### config.mk
export PLATFORM = sky130hd
export DESIGN_NAME = cpura_core_regs
export DESIGN_NICKNAME = d
export VERILOG_FILES = /design/src/pkg/cpura_pkg.sv /design/src/cpura_core_regs.sv /design/src/cpura_ptr_bank.sv /design/src/cpura_addr_gen.sv
export VERILOG_INCLUDE_DIRS = /design/src /design/src/pkg
export SDC_FILE = /design/constraint.sdc
export NUM_CORES = 1
export LEC_CHECK = 0
export ABC_AREA = 1
export ABC_CLOCK_PERIOD_IN_PS = 5450
export BUFFER_PORTS_ARGS = -buffer_cell sky130_fd_sc_hd__buf_2
export CORE_MARGIN = 3
export CORE_UTILIZATION = 25
export DETAILED_ROUTE_END_ITERATION = 16
export REMOVE_ABC_BUFFERS = 1
export SYNTH_ARGS = -nofsm -noshare
export SYNTH_HDL_FRONTEND = slang
export SYNTH_SLANG_ARGS = --single-unit
### constraint.sdc
create_clock -name i_ref_clk -period 5.45 [get_ports i_ref_clk]
set_input_delay 0.545 -clock i_ref_clk [delete_from_list [all_inputs] [get_ports i_ref_clk]]
set_output_delay 0.545 -clock i_ref_clk [all_outputs]
set_load 0.01 [all_outputs]
### src/pkg/cpura_consts.svh
// Constants for the CPU register and addressing block
`ifndef CPURA_CONSTS_SVH
`define CPURA_CONSTS_SVH

// Special-function addresses
`define CPURA_ADDR_SP 8'h81
`define CPURA_ADDR_DPL 8'h82
`define CPURA_ADDR_DPH 8'h83
`define CPURA_ADDR_AUX 8'ha2
`define CPURA_ADDR_FLAGS 8'hd0
`define CPURA_ADDR_ACC 8'he0
`define CPURA_ADDR_B 8'hf0
// Lowest special-function address in the direct space
`define CPURA_SFR_BASE 8'h80

// Reset values
`define CPURA_SP_RST 8'h07
`define CPURA_FLAGS_RST 8'h00
`define CPURA_AUX_RST 8'h00
`define CPURA_BYTE_RST 8'h00
`define CPURA_PTR_RST 16'h0000

// Flag word bit positions
`define CPURA_CY_BIT 7
`define CPURA_AC_BIT 6
`define CPURA_F0_BIT 5
`define CPURA_RS1_BIT 4
`define CPURA_RS0_BIT 3
`define CPURA_OV_BIT 2
`define CPURA_F1_BIT 1
`define CPURA_P_BIT 0

// Secondary control bit positions and implemented-bit mask
`define CPURA_RELOC_BIT 7
`define CPURA_GF2_BIT 3
`define CPURA_DPS_BIT 0
`define CPURA_AUX_MASK 8'h89

`endif

### src/pkg/cpura_pkg.sv
// Types shared by the CPU register and addressing block
`default_nettype none
package cpura_pkg;

  // Operand addressing mode requested by decode
  typedef enum logic [3:0] {
    MODE_NONE,
    MODE_DIRECT,
    MODE_INDIRECT8,
    MODE_INDIRECT16,
    MODE_REGISTER,
    MODE_IMPLICIT,
    MODE_IMMEDIATE,
    MODE_INDEX_PTR,
    MODE_INDEX_PC,
    MODE_JUMP_INDEX
  } cpura_mode_t;

  // Address space that an operand address points into
  typedef enum logic [2:0] {
    SPACE_NONE,
    SPACE_IRAM,
    SPACE_SFR,
    SPACE_XRAM,
    SPACE_CODE
  } cpura_space_t;

endpackage : cpura_pkg
`default_nettype wire

### src/cpura_core_regs.sv
// Architectural registers and operand addressing of the CPU core
`default_nettype none
`include "cpura_consts.svh"
module cpura_core_regs (
  input wire logic i_ref_clk,
  input wire logic i_rst_n,
  input wire logic i_sfr_wr,
  input wire logic i_sfr_rd,
  input wire logic [7:0] i_sfr_addr,
  input wire logic [7:0] i_sfr_wdata,
  output logic [7:0] o_sfr_rdata,
  output logic o_sfr_hit,
  input wire logic i_acc_wr,
  input wire logic [7:0] i_acc_wdata,
  input wire logic i_b_wr,
  input wire logic [7:0] i_b_wdata,
  input wire logic i_cy_wr,
  input wire logic i_cy_val,
  input wire logic i_ac_wr,
  input wire logic i_ac_val,
  input wire logic i_ov_wr,
  input wire logic i_ov_val,
  input wire logic i_push,
  input wire logic i_pop,
  output logic o_stack_wr,
  output logic [7:0] o_sp,
  input wire logic i_ptr_wr,
  input wire logic [15:0] i_ptr_wdata,
  input wire logic i_ptr_inc,
  input wire cpura_pkg::cpura_mode_t i_mode,
  input wire logic [7:0] i_opcode,
  input wire logic [7:0] i_dir_field,
  input wire logic [1:0] i_ri_sel,
  input wire logic i_ind_ext,
  input wire logic [7:0] i_ri_value,
  input wire logic [15:0] i_pc,
  output logic [7:0] o_acc,
  output logic [7:0] o_b,
  output logic [7:0] o_flags,
  output logic [15:0] o_ptr,
  output logic o_ptr_sel,
  output logic o_pin_relocate,
  output logic [15:0] o_op_addr,
  output cpura_pkg::cpura_space_t o_op_space,
  output logic o_op_read_only,
  output logic [7:0] o_ri_loc,
  output logic [15:0] o_jump_target
);

  // ****************************************************
  // Declarations
  // ****************************************************
  logic [7:0] acc_reg, acc_next;
  logic [7:0] b_reg, b_next;
  logic [7:0] sp_reg, sp_next;
  logic [7:0] flags_reg, flags_next;
  logic [7:0] aux_reg, aux_next;
  logic stack_wr_reg, stack_wr_next;
  logic [7:0] rdata_reg, rdata_next;
  logic hit_reg, hit_next;
  logic [15:0] ptr_cur, ptr_out_reg;
  logic [15:0] addr_c, addr_reg, jump_c, jump_reg;
  cpura_pkg::cpura_space_t space_c, space_reg;
  logic ro_c, ro_reg;
  logic [7:0] ri_loc_c, ri_loc_reg;
  logic wr_acc, wr_b, wr_sp, wr_flags, wr_aux, wr_dpl, wr_dph;

  // SFR write decode
  assign wr_acc = i_sfr_wr && (i_sfr_addr == `CPURA_ADDR_ACC);
  assign wr_b = i_sfr_wr && (i_sfr_addr == `CPURA_ADDR_B);
  assign wr_sp = i_sfr_wr && (i_sfr_addr == `CPURA_ADDR_SP);
  assign wr_flags = i_sfr_wr && (i_sfr_addr == `CPURA_ADDR_FLAGS);
  assign wr_aux = i_sfr_wr && (i_sfr_addr == `CPURA_ADDR_AUX);
  assign wr_dpl = i_sfr_wr && (i_sfr_addr == `CPURA_ADDR_DPL);
  assign wr_dph = i_sfr_wr && (i_sfr_addr == `CPURA_ADDR_DPH);

  // ****************************************************
  // Accumulator, operand register and stack pointer
  // ****************************************************
  // ALU writes win over a same-cycle SFR write: the instruction result is what software expects
  always_comb begin
    acc_next = acc_reg;
    b_next = b_reg;
    sp_next = sp_reg;
    stack_wr_next = 1'b0;
    if (i_acc_wr) begin
      acc_next = i_acc_wdata;
    end else if (wr_acc) begin
      acc_next = i_sfr_wdata;
    end
    if (i_b_wr) begin
      b_next = i_b_wdata;
    end else if (wr_b) begin
      b_next = i_sfr_wdata;
    end
    if (i_push) begin
      sp_next = sp_reg + 8'h01;
      stack_wr_next = 1'b1;
    end else if (i_pop) begin
      sp_next = sp_reg - 8'h01;
    end else if (wr_sp) begin
      sp_next = i_sfr_wdata;
    end
  end

  // Register stage
  always_ff @(posedge i_ref_clk or negedge i_rst_n) begin
    if (!i_rst_n) begin
      acc_reg <= `CPURA_BYTE_RST;
      b_reg <= `CPURA_BYTE_RST;
      sp_reg <= `CPURA_SP_RST;
      stack_wr_reg <= 1'b0;
    end else begin
      acc_reg <= acc_next;
      b_reg <= b_next;
      sp_reg <= sp_next;
      stack_wr_reg <= stack_wr_next;
    end
  end

  // ****************************************************
  // Flag word and secondary control
  // ****************************************************
  // Hardware flag updates override a software write of the same bit
  always_comb begin
    flags_next = flags_reg;
    aux_next = aux_reg;
    if (wr_flags) begin
      flags_next = i_sfr_wdata;
    end
    if (i_cy_wr) begin
      flags_next[`CPURA_CY_BIT] = i_cy_val;
    end
    if (i_ac_wr) begin
      flags_next[`CPURA_AC_BIT] = i_ac_val;
    end
    if (i_ov_wr) begin
      flags_next[`CPURA_OV_BIT] = i_ov_val;
    end
    // Parity is never stored from a write; it follows the accumulator
    flags_next[`CPURA_P_BIT] = ^acc_next;
    if (wr_aux) begin
      aux_next = i_sfr_wdata & `CPURA_AUX_MASK;
    end
  end

  // Register stage
  always_ff @(posedge i_ref_clk or negedge i_rst_n) begin
    if (!i_rst_n) begin
      flags_reg <= `CPURA_FLAGS_RST;
      aux_reg <= `CPURA_AUX_RST;
    end else begin
      flags_reg <= flags_next;
      aux_reg <= aux_next;
    end
  end

  // ****************************************************
  // Table address pointers
  // ****************************************************
  // Byte writes land in the pointer chosen by the current select bit
  cpura_ptr_bank #(
    .NUM_PTR(2)
  ) u_ptr_bank (
    .i_clk(i_ref_clk),
    .i_rst_n(i_rst_n),
    .i_sel(aux_reg[`CPURA_DPS_BIT]),
    .i_wr16(i_ptr_wr),
    .i_wdata16(i_ptr_wdata),
    .i_wr_lo(wr_dpl),
    .i_wr_hi(wr_dph),
    .i_wbyte(i_sfr_wdata),
    .i_inc(i_ptr_inc),
    .o_ptr(ptr_cur)
  );

  // ****************************************************
  // Operand addressing
  // ****************************************************
  cpura_addr_gen u_addr_gen (
    .i_mode(i_mode),
    .i_opcode(i_opcode),
    .i_dir_field(i_dir_field),
    .i_ri_sel(i_ri_sel),
    .i_ind_ext(i_ind_ext),
    .i_ri_value(i_ri_value),
    .i_sp(sp_reg),
    .i_bank(flags_reg[`CPURA_RS1_BIT:`CPURA_RS0_BIT]),
    .i_acc(acc_reg),
    .i_ptr(ptr_cur),
    .i_pc(i_pc),
    .o_addr(addr_c),
    .o_space(space_c),
    .o_read_only(ro_c),
    .o_ri_loc(ri_loc_c),
    .o_jump_target(jump_c)
  );

  // ****************************************************
  // SFR read port
  // ****************************************************
  // Unmapped addresses answer zero with the hit flag low
  always_comb begin
    rdata_next = 8'h00;
    hit_next = i_sfr_rd;
    if (i_sfr_rd) begin
      unique case (i_sfr_addr)
        `CPURA_ADDR_ACC: rdata_next = acc_reg;
        `CPURA_ADDR_B: rdata_next = b_reg;
        `CPURA_ADDR_SP: rdata_next = sp_reg;
        `CPURA_ADDR_FLAGS: rdata_next = flags_reg;
        `CPURA_ADDR_AUX: rdata_next = aux_reg & `CPURA_AUX_MASK;
        `CPURA_ADDR_DPL: rdata_next = ptr_cur[7:0];
        `CPURA_ADDR_DPH: rdata_next = ptr_cur[15:8];
        default: hit_next = 1'b0;
      endcase
    end
  end

  // Output registers; addressing results trail their request by one cycle
  always_ff @(posedge i_ref_clk or negedge i_rst_n) begin
    if (!i_rst_n) begin
      rdata_reg <= 8'h00;
      hit_reg <= 1'b0;
      ptr_out_reg <= `CPURA_PTR_RST;
      addr_reg <= 16'h0000;
      space_reg <= cpura_pkg::SPACE_NONE;
      ro_reg <= 1'b0;
      ri_loc_reg <= 8'h00;
      jump_reg <= 16'h0000;
    end else begin
      rdata_reg <= rdata_next;
      hit_reg <= hit_next;
      ptr_out_reg <= ptr_cur;
      addr_reg <= addr_c;
      space_reg <= space_c;
      ro_reg <= ro_c;
      ri_loc_reg <= ri_loc_c;
      jump_reg <= jump_c;
    end
  end

  assign o_acc = acc_reg;
  assign o_b = b_reg;
  assign o_sp = sp_reg;
  assign o_stack_wr = stack_wr_reg;
  assign o_flags = flags_reg;
  assign o_ptr_sel = aux_reg[`CPURA_DPS_BIT];
  assign o_pin_relocate = aux_reg[`CPURA_RELOC_BIT];
  assign o_sfr_rdata = rdata_reg;
  assign o_sfr_hit = hit_reg;
  assign o_ptr = ptr_out_reg;
  assign o_op_addr = addr_reg;
  assign o_op_space = space_reg;
  assign o_op_read_only = ro_reg;
  assign o_ri_loc = ri_loc_reg;
  assign o_jump_target = jump_reg;
endmodule : cpura_core_regs
`default_nettype wire

### src/cpura_ptr_bank.sv
// Dual 16-bit table address pointer sharing one set of addresses
`default_nettype none
`include "cpura_consts.svh"
module cpura_ptr_bank #(
  parameter int NUM_PTR = 2
) (
  input wire logic i_clk,
  input wire logic i_rst_n,
  input wire logic i_sel,
  input wire logic i_wr16,
  input wire logic [15:0] i_wdata16,
  input wire logic i_wr_lo,
  input wire logic i_wr_hi,
  input wire logic [7:0] i_wbyte,
  input wire logic i_inc,
  output logic [15:0] o_ptr
);

  logic [15:0] ptr_reg [NUM_PTR];

  // ****************************************************
  // Pointer instances
  // ****************************************************
  for (genvar g = 0; g < NUM_PTR; g++) begin : g_ptr
    logic [15:0] ptr_next;
    logic hit;
    assign hit = (32'(i_sel) == g);

    // Only the selected instance sees any access
    always_comb begin
      ptr_next = ptr_reg[g];
      if (hit) begin
        if (i_wr16) begin
          ptr_next = i_wdata16;
        end else if (i_inc) begin
          ptr_next = ptr_reg[g] + 16'h0001;
        end else begin
          if (i_wr_lo) begin
            ptr_next[7:0] = i_wbyte;
          end
          if (i_wr_hi) begin
            ptr_next[15:8] = i_wbyte;
          end
        end
      end
    end

    // Register stage
    always_ff @(posedge i_clk or negedge i_rst_n) begin
      if (!i_rst_n) begin
        ptr_reg[g] <= `CPURA_PTR_RST;
      end else begin
        ptr_reg[g] <= ptr_next;
      end
    end
  end

  // Reads follow the select bit too
  assign o_ptr = ptr_reg[i_sel];

endmodule : cpura_ptr_bank
`default_nettype wire

### src/cpura_addr_gen.sv
// Operand address generation for all addressing modes
`default_nettype none
`include "cpura_consts.svh"
module cpura_addr_gen (
  input wire cpura_pkg::cpura_mode_t i_mode,
  input wire logic [7:0] i_opcode,
  input wire logic [7:0] i_dir_field,
  input wire logic [1:0] i_ri_sel,
  input wire logic i_ind_ext,
  input wire logic [7:0] i_ri_value,
  input wire logic [7:0] i_sp,
  input wire logic [1:0] i_bank,
  input wire logic [7:0] i_acc,
  input wire logic [15:0] i_ptr,
  input wire logic [15:0] i_pc,
  output logic [15:0] o_addr,
  output cpura_pkg::cpura_space_t o_space,
  output logic o_read_only,
  output logic [7:0] o_ri_loc,
  output logic [15:0] o_jump_target
);

  // Location of R0 or R1 in the selected bank
  assign o_ri_loc = {3'h0, i_bank, 2'h0, i_ri_sel[0]};
  // Indexed jump target
  assign o_jump_target = i_ptr + {8'h00, i_acc};

  // Mode decode
  always_comb begin
    o_addr = 16'h0000;
    o_space = cpura_pkg::SPACE_NONE;
    o_read_only = 1'b0;
    unique case (i_mode)
      cpura_pkg::MODE_NONE: begin
      end
      cpura_pkg::MODE_DIRECT: begin
        o_addr = {8'h00, i_dir_field};
        o_space = (i_dir_field < `CPURA_SFR_BASE) ? cpura_pkg::SPACE_IRAM : cpura_pkg::SPACE_SFR;
      end
      cpura_pkg::MODE_INDIRECT8: begin
        // Selector 2 or 3 means the stack pointer, which stays internal
        o_addr = {8'h00, i_ri_sel[1] ? i_sp : i_ri_value};
        o_space = (i_ind_ext && !i_ri_sel[1]) ? cpura_pkg::SPACE_XRAM : cpura_pkg::SPACE_IRAM;
      end
      cpura_pkg::MODE_INDIRECT16: begin
        o_addr = i_ptr;
        o_space = cpura_pkg::SPACE_XRAM;
      end
      cpura_pkg::MODE_REGISTER: begin
        o_addr = {11'h000, i_bank, i_opcode[2:0]};
        o_space = cpura_pkg::SPACE_IRAM;
      end
      cpura_pkg::MODE_IMPLICIT: begin
        // Opcode bit 0 picks the pointer, otherwise the accumulator
        o_addr = i_opcode[0] ? i_ptr : {8'h00, `CPURA_ADDR_ACC};
        o_space = i_opcode[0] ? cpura_pkg::SPACE_XRAM : cpura_pkg::SPACE_SFR;
      end
      cpura_pkg::MODE_IMMEDIATE: begin
        o_addr = i_pc + 16'h0001;
        o_space = cpura_pkg::SPACE_CODE;
        o_read_only = 1'b1;
      end
      cpura_pkg::MODE_INDEX_PTR: begin
        o_addr = i_ptr + {8'h00, i_acc};
        o_space = cpura_pkg::SPACE_CODE;
        o_read_only = 1'b1;
      end
      cpura_pkg::MODE_INDEX_PC: begin
        o_addr = i_pc + {8'h00, i_acc};
        o_space = cpura_pkg::SPACE_CODE;
        o_read_only = 1'b1;
      end
      cpura_pkg::MODE_JUMP_INDEX: begin
        o_addr = o_jump_target;
        o_space = cpura_pkg::SPACE_CODE;
        o_read_only = 1'b1;
      end
      default: begin
      end
    endcase
  end

endmodule : cpura_addr_gen
`default_nettype wire

==> results of run 1 <==
-- cells in the final DEF (no fill, tap or decap), drive strengths merged, types with 3 or more instances in the layout --
master    netlist  routed
a211oi          9       9
a21oi          72      72
a221oi          3       3
a22oi           3       3
a31oi          19      19
a41oi           4       4
and2            4       4
buf            19     208
bufinv          0       4
clkbuf         15      23
clkinv          2       3
clkinvlp        0       3
conb            1       5
dfrtp         129     129
dfstp           3       3
ha             20      20
inv           151     151
nand2         370     370
nand3          62      62
nand4          13      13
nor2           92      92
nor3           26      26
o2111ai         7       7
o211ai         12      12
o21a            3       3
o21ai          92      92
o22ai           9       9
o311ai          4       4
o31ai           4       4
or2            16      16
xnor2           3       3
xor2           25      25
-- metal layers --
layer,track usage,wire (um),vias to the layer above
met4,0.0409,479,6
met1,0.248,15000,4189
met3,0.0294,2420,32
met5,0,31,-
met2,0.296,15300,373
li1,-,-,4353
-- worst max-delay path: cells and delay by family (launching register included) --
family | cells | cell delay (ps)
compound gates | 4 | 1040
fa+ha+maj | 2 | 630
buf+inv | 1 | 90
flops | 1 | 1030
simple gates | 7 | 600
-- metrics by stage --
stage                      util  area (um2)  cells  power (W)
after floorplan               -        8370   1174    0.00177
after CTS                 0.316       10600   1861    0.00344
after global routing      0.316       10600   1861    0.00361
after global placement    0.297        9990   1830    0.00216
after detailed placement  0.297        9990   1830    0.00217
final                     0.316       10600   1861    0.00342
-- final timing paths --
check                                end  slack [ps]  depth (start not counted)
max                        o_op_addr[14]        1940                         14
min                        o_op_addr[13]         220                          1
max in group asynchronous        o_sp[1]        4100                          2
max reg2reg                o_op_addr[14]        1940                         14
min reg2reg                   aux_reg[3]         490                          2
min in group i_ref_clk       o_ri_loc[0]         220                          1
-- area by class of cell --
cell class / count / area [um2] / share of cell area
inverter: 153 / 574 / 0.0541
clock inverter: 8 / 148 / 0.0139
sequential: 132 / 3310 / 0.311
multi-input combinational: 889 / 4490 / 0.422
tap: 448 / 561 / 0.0528
clock buffer: 23 / 488 / 0.0459
timing repair buffer: 208 / 1060 / 0.0995
-- power breakdown --
part	switching (W)	internal (W)	total, W
combinational	0.000554	0.000305	0.000859
clock	0.000450	0.000812	0.00126
sequential	0.000158	0.00114	0.00130
-- kinds of logic after synthesis --
| family | count (synthesis) | share of synthesized area |
|---|---|---|
| AOI/OAI and AO/OA | 249 | 0.172 |
| xor gates and xnor gates | 28 | 0.0287 |
| adders and majority gates | 22 | 0.0340 |
| buffers and inverters | 187 | 0.0881 |
| DFF | 132 | 0.388 |
| other | 1 | 0.000440 |
| and+or+nand+nor | 585 | 0.289 |
==> impl_results.md, run 1 <==
* Crit end category: flop
* Setup repair bufs after CTS at 0
* Max-slew violation count at 0
* Status: finished, final reports clean
* Area contributors post-synth: dfrtp_1, nand2_1, inv_1
* Synthesis-to-finish area growth at 24.5%
* # fillers at around 3,600
* Synth Flop Type: dfrtp_1
* Port Buffer Count at a little over 200
* Synthesized cell area at around 0.0085 mm2
* Vias in the first global route at around 8,500
* Top cell type's share of synthesized area at 0.378
* Final TNS setup at 0 ps
* Setup Crit Path Kind: flop to flop
* Critical path cell sequence: o21a_1, inv_1, ha_1, fa_1, nand2_1, nand2_1, o21ai_0, o21ai_0, a21oi_1, nor2_1, nand2_1, nand2_1, nand3_1, nand3_1
* Hold Vio Cnt, Final at 0
* WHS at 224 ps
* Core ar. at approximately 0.034 mm2
* Reg clk slew, reported paths at roughly 60 ps
* Async set-reset flop share out of synthesis at 1.00
* Rel. slew slack at 0.288
* Worst Tran Pin Value at 1070 ps
* Fin nets at 1,534
* Yosys warning count at 0
* Pwr Density at around 320 mW/mm2
* Yosys cell types at 51
* Period minus WS final at 3510 ps
* Max cap viols at 0
* Post-route fraction of the period consumed by the critical path at 0.643
* Place WS at between 2000 and 2500 ps
* Total wire length at 33,200 um
* Avg WL per Cell at between 15 and 20 um
* HPWL after DPL at about 26,000 um
* #FFs+latches synth at ~130
* Worst r2r src: aux_reg[0]
* Die height at 191 um
* Unrepaired setup endpoints after global routing: no
* Die X at approximately 190 um
* Initial Util at 0.254
* Number of flops mapped to enable cells by yosys at 0
* DRT Pass-1 Iters at 5
* Post-DR vias/cell at 4.81
* Antenna diodes at 0
* Setup ws final at just under 2000 ps
* Register area share after synthesis at 0.388
* Maximum VDD drop at approximately 0.00021 V
* Maximum number of pins on one net before global-route repair at 95
* Global-route wire length before repair at between 40,000 and 50,000 um
* H-tree depth at 4
* Skew-Pair Late Insertion Delay at approximately 430 ps
* Hold_buf cts at 0
* TritonCTS Sinks at between 100 and 150
* Synth top cells by count: nand2_1, inv_1, dfrtp_1, nor2_1, o21ai_0
* Global route overflow at 0
* DR DRC count at 0
* Ports at around 220
* Number of CTS-inserted buffers at 17
* Slowest CP cell: dfrtp_1
* Vias at 8,953
* Bufs on Longest Clock Path at 2
* CTS tree: done
* Crit path launch type: flop
* Critical path launch point: aux_reg[0]
* Crit-path max FO at 36
* Arrival @ worst endpoint at approximately 3800 ps
* Rows at 67
* Die ar. at around 0.036 mm2
* Clk_skew at around 12 ps
* Number of gates resized after CTS at 0
* Max incr delay on CP at slightly above 1000 ps
* Total GRT Usage at 0.180
* Top-count cell post-synth: nand2_1
* Share of cells above drive strength 1 at 0.201
* Fmax at 285 MHz
* Final setup fails at 0
* DRT iter0 DRCs at a little over 600
* Max FFs per register at 32
* Routability cong. at between 0.9 and 1
* Area leader, netlist: dfrtp_1
* Clock root cell: clkbuf_16
* Post-route ant nets at 0
* CP required at between 5000 and 6000 ps
* Synthesized area per cell at 7.09 um2
* Cells after Synth at 1,204
* Worst Hold Class: input pin to asynchronous set/reset pin
* Initial antenna violation count at 3
* Leakage at between 5 and 6 nW
* Cell repeated most along the worst path: nand2_1
No activity file was read; power rests on OpenSTA's default activity.
==> inputs of run 2 (changes only) <==
ABC_CLOCK_PERIOD_IN_PS = 3400   (was 5450)
clock period = 3.4 ns   (was 5.45 ns; I/O delays follow)
==> run 2 against run 1 <==
  * Maximum frequency rose by 26%
  * Total power rose by 62%
  * Routed wire length rose by 0.47%
  * Via count rose by 1.5%
  * Clock-buffer cell count fell by 6
  * First-iteration DRC count rose by 11%
  * Highest routed layer unchanged
==> impl_results.md, run 2 (synthesized netlist as in run 1, its figures left out) <==
* Max FFs per register at 32
* Setup slack, reg-to-reg at slightly above 600 ps
* DRT Pass-1 Iters at 7
* Synthesis-to-finish area growth at 25.9%
* Rows at 67
* Arrival @ worst endpoint at ~3100 ps
* TritonCTS Sinks at roughly 130
* Fin nets at about 1,500
* Flop pwr share at 0.375
* Clk_skew at approximately 20 ps
* Maximum number of pins on one net before global-route repair at 73
* CTS tree: done
* Skew-Pair Late Insertion Delay at about 440 ps
* Clock root cell: clkbuf_16
* Rel. slew slack at 0.297
* Initial antenna violation count at 7
* Post-layout util at 0.320
* Vias at slightly above 9,000
* Crit path launch type: flop
* Place WS at 503 ps
* Commonest non-fill, non-tap cell in the layout: nand2_1
* WHS at approximately 16 ps
* Final setup fails at 0
* Die X at ~190 um
* Global-route wire length before repair at between 50,000 and 60,000 um
* H-tree depth at 4
* Clk pwr share at 0.371
* Worst Hold Class: input pin to flop
* Die height at roughly 190 um
* Post-DR vias/cell at 4.84
* Leakage at ~5.5 nW
* RR Endpoint: o_op_addr[8]
* Core ar. at approximately 0.034 mm2
* Port Buffer Count at between 200 and 250
* Initial Util at 0.254
* Met2 wire len at around 15,000 um
* # fillers at approximately 3,600
* Switching portion of total power at 0.351
* Vias in the first global route at around 8,600
* Psw at just under 0.002 W
* Global route overflow at 0
* Total Power at ~0.0055 W
* Crit-path max FO at 11
* Fmax at roughly 360 MHz
* Reg clk slew, reported paths at about 70 ps
* Share of cells above drive strength 1 at 0.209
* Setup repair bufs after CTS at 0
* Met3 WL at roughly 3000 um
* Pwr Density at about 510 mW/mm2
* Routability cong. at around 0.98
* M1 wire length at around 14,000 um
* Ports at 215
* Avg WL per Cell at 17.8 um
* Hold Vio Cnt, Final at 0
* CP required at between 3000 and 4000 ps
* Crit end category: flop
* Max-slew violation count at 0
* Maximum VDD drop at roughly 0.00031 V
* Final TNS setup at 0 ps
* DR DRC count at 0
* Worst R2R Path Depth at 13
* Bufs on Longest Clock Path at 2
* Die ar. at 0.0364 mm2
* P_int at between 0.003 and 0.004 W
* Total GRT Usage at 0.182
* Max layer used: met5
* Post-route ant nets at 0
* Setup ws final at 607 ps
* Unrepaired setup endpoints after global routing: no
* Setup Crit Path Kind: flop to flop
* Combinational Power Share at 0.254
* HPWL after DPL at between 20,000 and 30,000 um
* Post-route fraction of the period consumed by the critical path at 0.822
* Number of CTS-inserted buffers at 17
* Max cap viols at 0
* Hold Path Origin: i_ri_sel[0]
* Hold worst-path end: o_ri_loc[0]
* Status: finished, final reports clean
* Worst Tran Pin Value at 1050 ps
* Worst r2r src: aux_reg[0]
* Total wire length at approximately 33,000 um
* DRT iter0 DRCs at slightly below 700
* Hold path cells at 1
* Most frequent cells in the layout: nand2_1, buf_2, inv_1, dfrtp_1, nor2_1
* Period minus WS final at approximately 2800 ps
==> run 2: cell count changes in the layout (fill, tap and decap cells not counted) <==
| cell | change |
|---|---|
| buf_4 | +10 |
| inv_6 | +6 |
| clkbuf_8 | -4 |
| clkbuf_1 | -2 |
| diode_2 | +2 |
| inv_8 | +2 |
| buf_12 | +1 |
| clkinv_2 | -1 |
| clkinv_4 | +1 |
| clkinvlp_4 | -1 |
| dlygate4sd3_1 | +1 |
==> run 2: layer usage <==
layer / vias to the layer above / GRT usage
met5: - / 0
met4: 10 / 0.0505
met3: 50 / 0.0472
met2: 402 / 0.295
met1: 4243 / 0.241
li1: 4380 / -
==> run 2: what timing repair did <==
action                     CTS  global route
hold buffers                 1             0
resized for setup            0             0
setup endpoints to repair    0             0
hold endpoints to repair    68             0
==> run 2: through the flow <==
stage	instances	instance area, um2
after floorplan	1174	8370
after global placement	1841	10100
after detailed placement	1841	10100
after CTS	1874	10700
after global routing	1875	10700
final	1876	10700
==> run 2: critical path, cell delays in order (launching register included) <==
cell and delay (ps):
dfrtp_1 480, nand2_1 100, o21a_1 200, inv_1 80, ha_1 210, fa_1 420, nand2_1 80, nand2_1 50
o21ai_0 110, o21ai_0 200, a21oi_1 320, xor2_1 280, nand2_1 80, o211ai_1 120
==> run 2: layout make-up <==
type	count	area, um2	area share
clock inverters	15	219	0.0204
well taps	448	561	0.0522
repair buffers	220	1160	0.108
flip-flops and latches	132	3310	0.308
diodes	2	5.00	0.000466
inverters	153	574	0.0535
multi-input cells	889	4490	0.418
clock buffers	17	425	0.0396
==> run 2: worst max-delay path by stage <==
| stage | startpoint | to |
|---|---|---|
| finish | aux_reg[0] | o_op_addr[8] |
| global route | aux_reg[0] | o_op_addr[14] |
| CTS | aux_reg[0] | o_op_addr[8] |
| detailed placement | i_mode[2] | o_op_addr[12] |
| global placement | i_mode[2] | o_op_addr[12] |
| floorplan | aux_reg[0] | o_jump_target[14] |
==> run 2: power groups by stage <==
stage,Combinational [W],Sequential [W],Clock (W)
detailed placement,0.00139,0.00210,0
finish,0.00140,0.00208,0.00205
floorplan,0.000741,0.00210,0
global placement,0.00137,0.00209,0
global route,0.00158,0.00210,0.00217
CTS,0.00140,0.00207,0.00209
==> inputs of run 3 (changes only) <==
ABC_CLOCK_PERIOD_IN_PS = 2370   (was 3400)
clock period = 2.37 ns   (was 3.4 ns; I/O delays follow)
==> run 3 against run 2 <==
  * Hold slack improved by 17 ps
  * Critical path type unchanged
  * Routed wire length increased by 3.4%
  * Worst setup slack worse by 540 ps
  * Sequential share of layout area is 2.6 points lower
  * Non-clock buffer count rose by 117
  * Die area unchanged
  * Register-to-register slack worse by 540 ps
  * Flip-flop and latch count unchanged
  * First-iteration DRC count grew 21%
  * Core utilization grew 3.0 points
  * Design area is 9.4% higher
  * Critical endpoint is now o_op_addr[12]
==> impl_results.md, run 3 (synthesized netlist as in run 1, its figures left out) <==
* Antenna diodes at 0
* Skew-Pair Late Insertion Delay at about 430 ps
* Fmax at around 430 MHz
* Leakage at ~6.1 nW
* Commonest non-fill, non-tap cell in the layout: nand2_1
* Placed cell count at approximately 2,000
* Global-route wire length before repair at around 52,000 um
* Levels on crit path at 15
* Reg clk slew, reported paths at approximately 60 ps
* Share of cells above drive strength 1 at 0.291
* Worst r2r src: aux_reg[0]
* Setup crit end: o_op_addr[12]
* Post-DR vias/cell at 4.75
* DRT iter0 DRCs at ~830
* Crit end category: flop
* Setup Crit Path Kind: flop to flop
* Vias in the first global route at approximately 9,000
* Family with the most delay on the worst path: compound AO/OA/AOI/OAI gates
* Unrepaired setup endpoints after global routing: yes
* Rel. slew slack at 0.508
* Final setup fails at 0
* Worst Hold Class: input pin to flop
* DRT Pass-1 Iters at 5
* Die ar. at 0.0364 mm2
* Max incr delay on CP at around 450 ps
* Vias at 9,439
* Fin nets at 1,663
* Worst R2R Path Depth at 15
* Critical path cell sequence: nand2_1, o21a_1, inv_2, ha_4, fa_2, nand2_1, nand2_1, o21ai_2, o21ai_2, a21oi_2, buf_6, inv_2, nand3_1, nand3_2, o211ai_1
* Slowest CP cell: dfrtp_2
* Max-slew violation count at 0
* Total wire length at roughly 34,000 um
* Number of CTS-inserted buffers at 17
* Setup slack, reg-to-reg at approximately 70 ps
* Cell repeated most along the worst path: nand2_1
* Maximum VDD drop at between 0.0005 and 0.0006 V
* Clock root cell: clkbuf_16
* Status: finished, final reports clean
* Post-route ant nets at 0
* Pwr Density at 692 mW/mm2
* Max FFs per register at 32
* Total GRT Usage at 0.189
* HPWL after DPL at around 28,000 um
* Initial antenna violation count at 0
* Post-layout util at 0.350
* Period minus WS final at 2300 ps
* Maximum number of pins on one net before global-route repair at 55
* Hold Vio Cnt, Final at 0
* TritonCTS Sinks at about 130
* RR Endpoint: o_op_addr[12]
* Port Buffer Count at 204
* Ports at 215
* Non-filler cells, final at a little under 2,000
* Post-route fraction of the period consumed by the critical path at 0.971
* Core ar. at about 0.034 mm2
* Routability cong. at 0.905
* Critical path launch point: aux_reg[0]
* Synthesis-to-finish area growth at 37.8%
* H-tree depth at 4
* Most frequent cells in the layout: nand2_1, buf_2, inv_1, dfrtp_1, buf_4
* DR DRC count at 0
* Die height at roughly 190 um
* Max cap viols at 0
* Initial Util at 0.254
* Die X at around 190 um
* CP required at 2720 ps
* Buffers and inverters on the worst path at 3
* Clk_skew at 12.4 ps
* Global route overflow at 0
* Rows at 67
* Crit path launch type: flop
* CTS tree: done
* Arrival @ worst endpoint at about 2700 ps
* Bufs on Longest Clock Path at 2
* Final TNS setup at 0 ps
* Crit-path max FO at 6
* Hold path cells at 3
* Avg WL per Cell at between 15 and 20 um
* Worst Tran Pin Value at around 740 ps
run 3: what timing repair did:
item | in CTS | in global routing
gates resized for setup | 16 | 40
buffers inserted | 1 | 2
hold endpoints to repair | 49 | 0
gates cloned | 0 | 0
pin swaps | 2 | 8
endpoints found under the setup margin | 16 | 22
hold buffers | 5 | 0
run 3: routing by layer:
| metal | up-vias | wire (um) | share of wire | global-route usage |
|---|---|---|---|---|
| met5 | - | 0 | 0 | 0 |
| met4 | 0 | 612 | 0.018 | 0.0511 |
| met3 | 40 | 2170 | 0.063 | 0.0289 |
| met2 | 367 | 16100 | 0.47 | 0.308 |
| met1 | 4420 | 15600 | 0.45 | 0.260 |
| li1 | 4612 | - | - | - |
run 3: how the worst min path moves through the flow:
| stage | start | end | slack, ps |
|---|---|---|---|
| 6_report | i_ac_val | o_flags[6] | 30 |
| 4_1_cts | i_ov_val | o_flags[2] | 20 |
| 3_3_place_gp | i_rst_n | o_ptr[13] | 230 |
| 2_1_floorplan | i_rst_n | aux_reg[0] | -60 |
| 5_1_grt | i_ov_val | o_flags[2] | 40 |
| 3_5_place_dp | i_rst_n | o_jump_target[11] | 230 |
run 3: final cells by class:
class | instances | area, um2
Clock inverter | 11 | 138
Tap cell | 448 | 561
Clock buffer | 19 | 433
Sequential cell | 132 | 3310
Multi-Input combinational cell | 889 | 4680
Timing Repair Buffer | 337 | 2050
Inverter | 153 | 574
Fill cell | 3621 | 21900
run 3: worst reg2reg max path, delay by kind of cell (launching register included):
kind                     cells  cell delay (ps)
flip-flops                   1              450
AND/OR/NAND/NOR              5              390
buffers and inverters        3              230
adder cells (fa/ha/maj)      2              550
AO/OA/AOI/OAI                5              590
run 3: report_power, final:
group / internal, W / switching [W]
sequential: 0.00262 / 0.000307
clock: 0.00163 / 0.00103
combinational: 0.00107 / 0.00147
run 3: through the flow:
step,worst slack [ps],total power (W),hold slack [ps],area [um2]
3_3_place_gp,-162,0.00533,225,10900
5_1_grt,-64.1,0.00860,38.7,11800
2_1_floorplan,-432,0.00407,-58.6,8370
4_1_cts,4.33,0.00808,21.2,11600
3_5_place_dp,-304,0.00537,232,10900
6_report,69.7,0.00813,33.6,11800
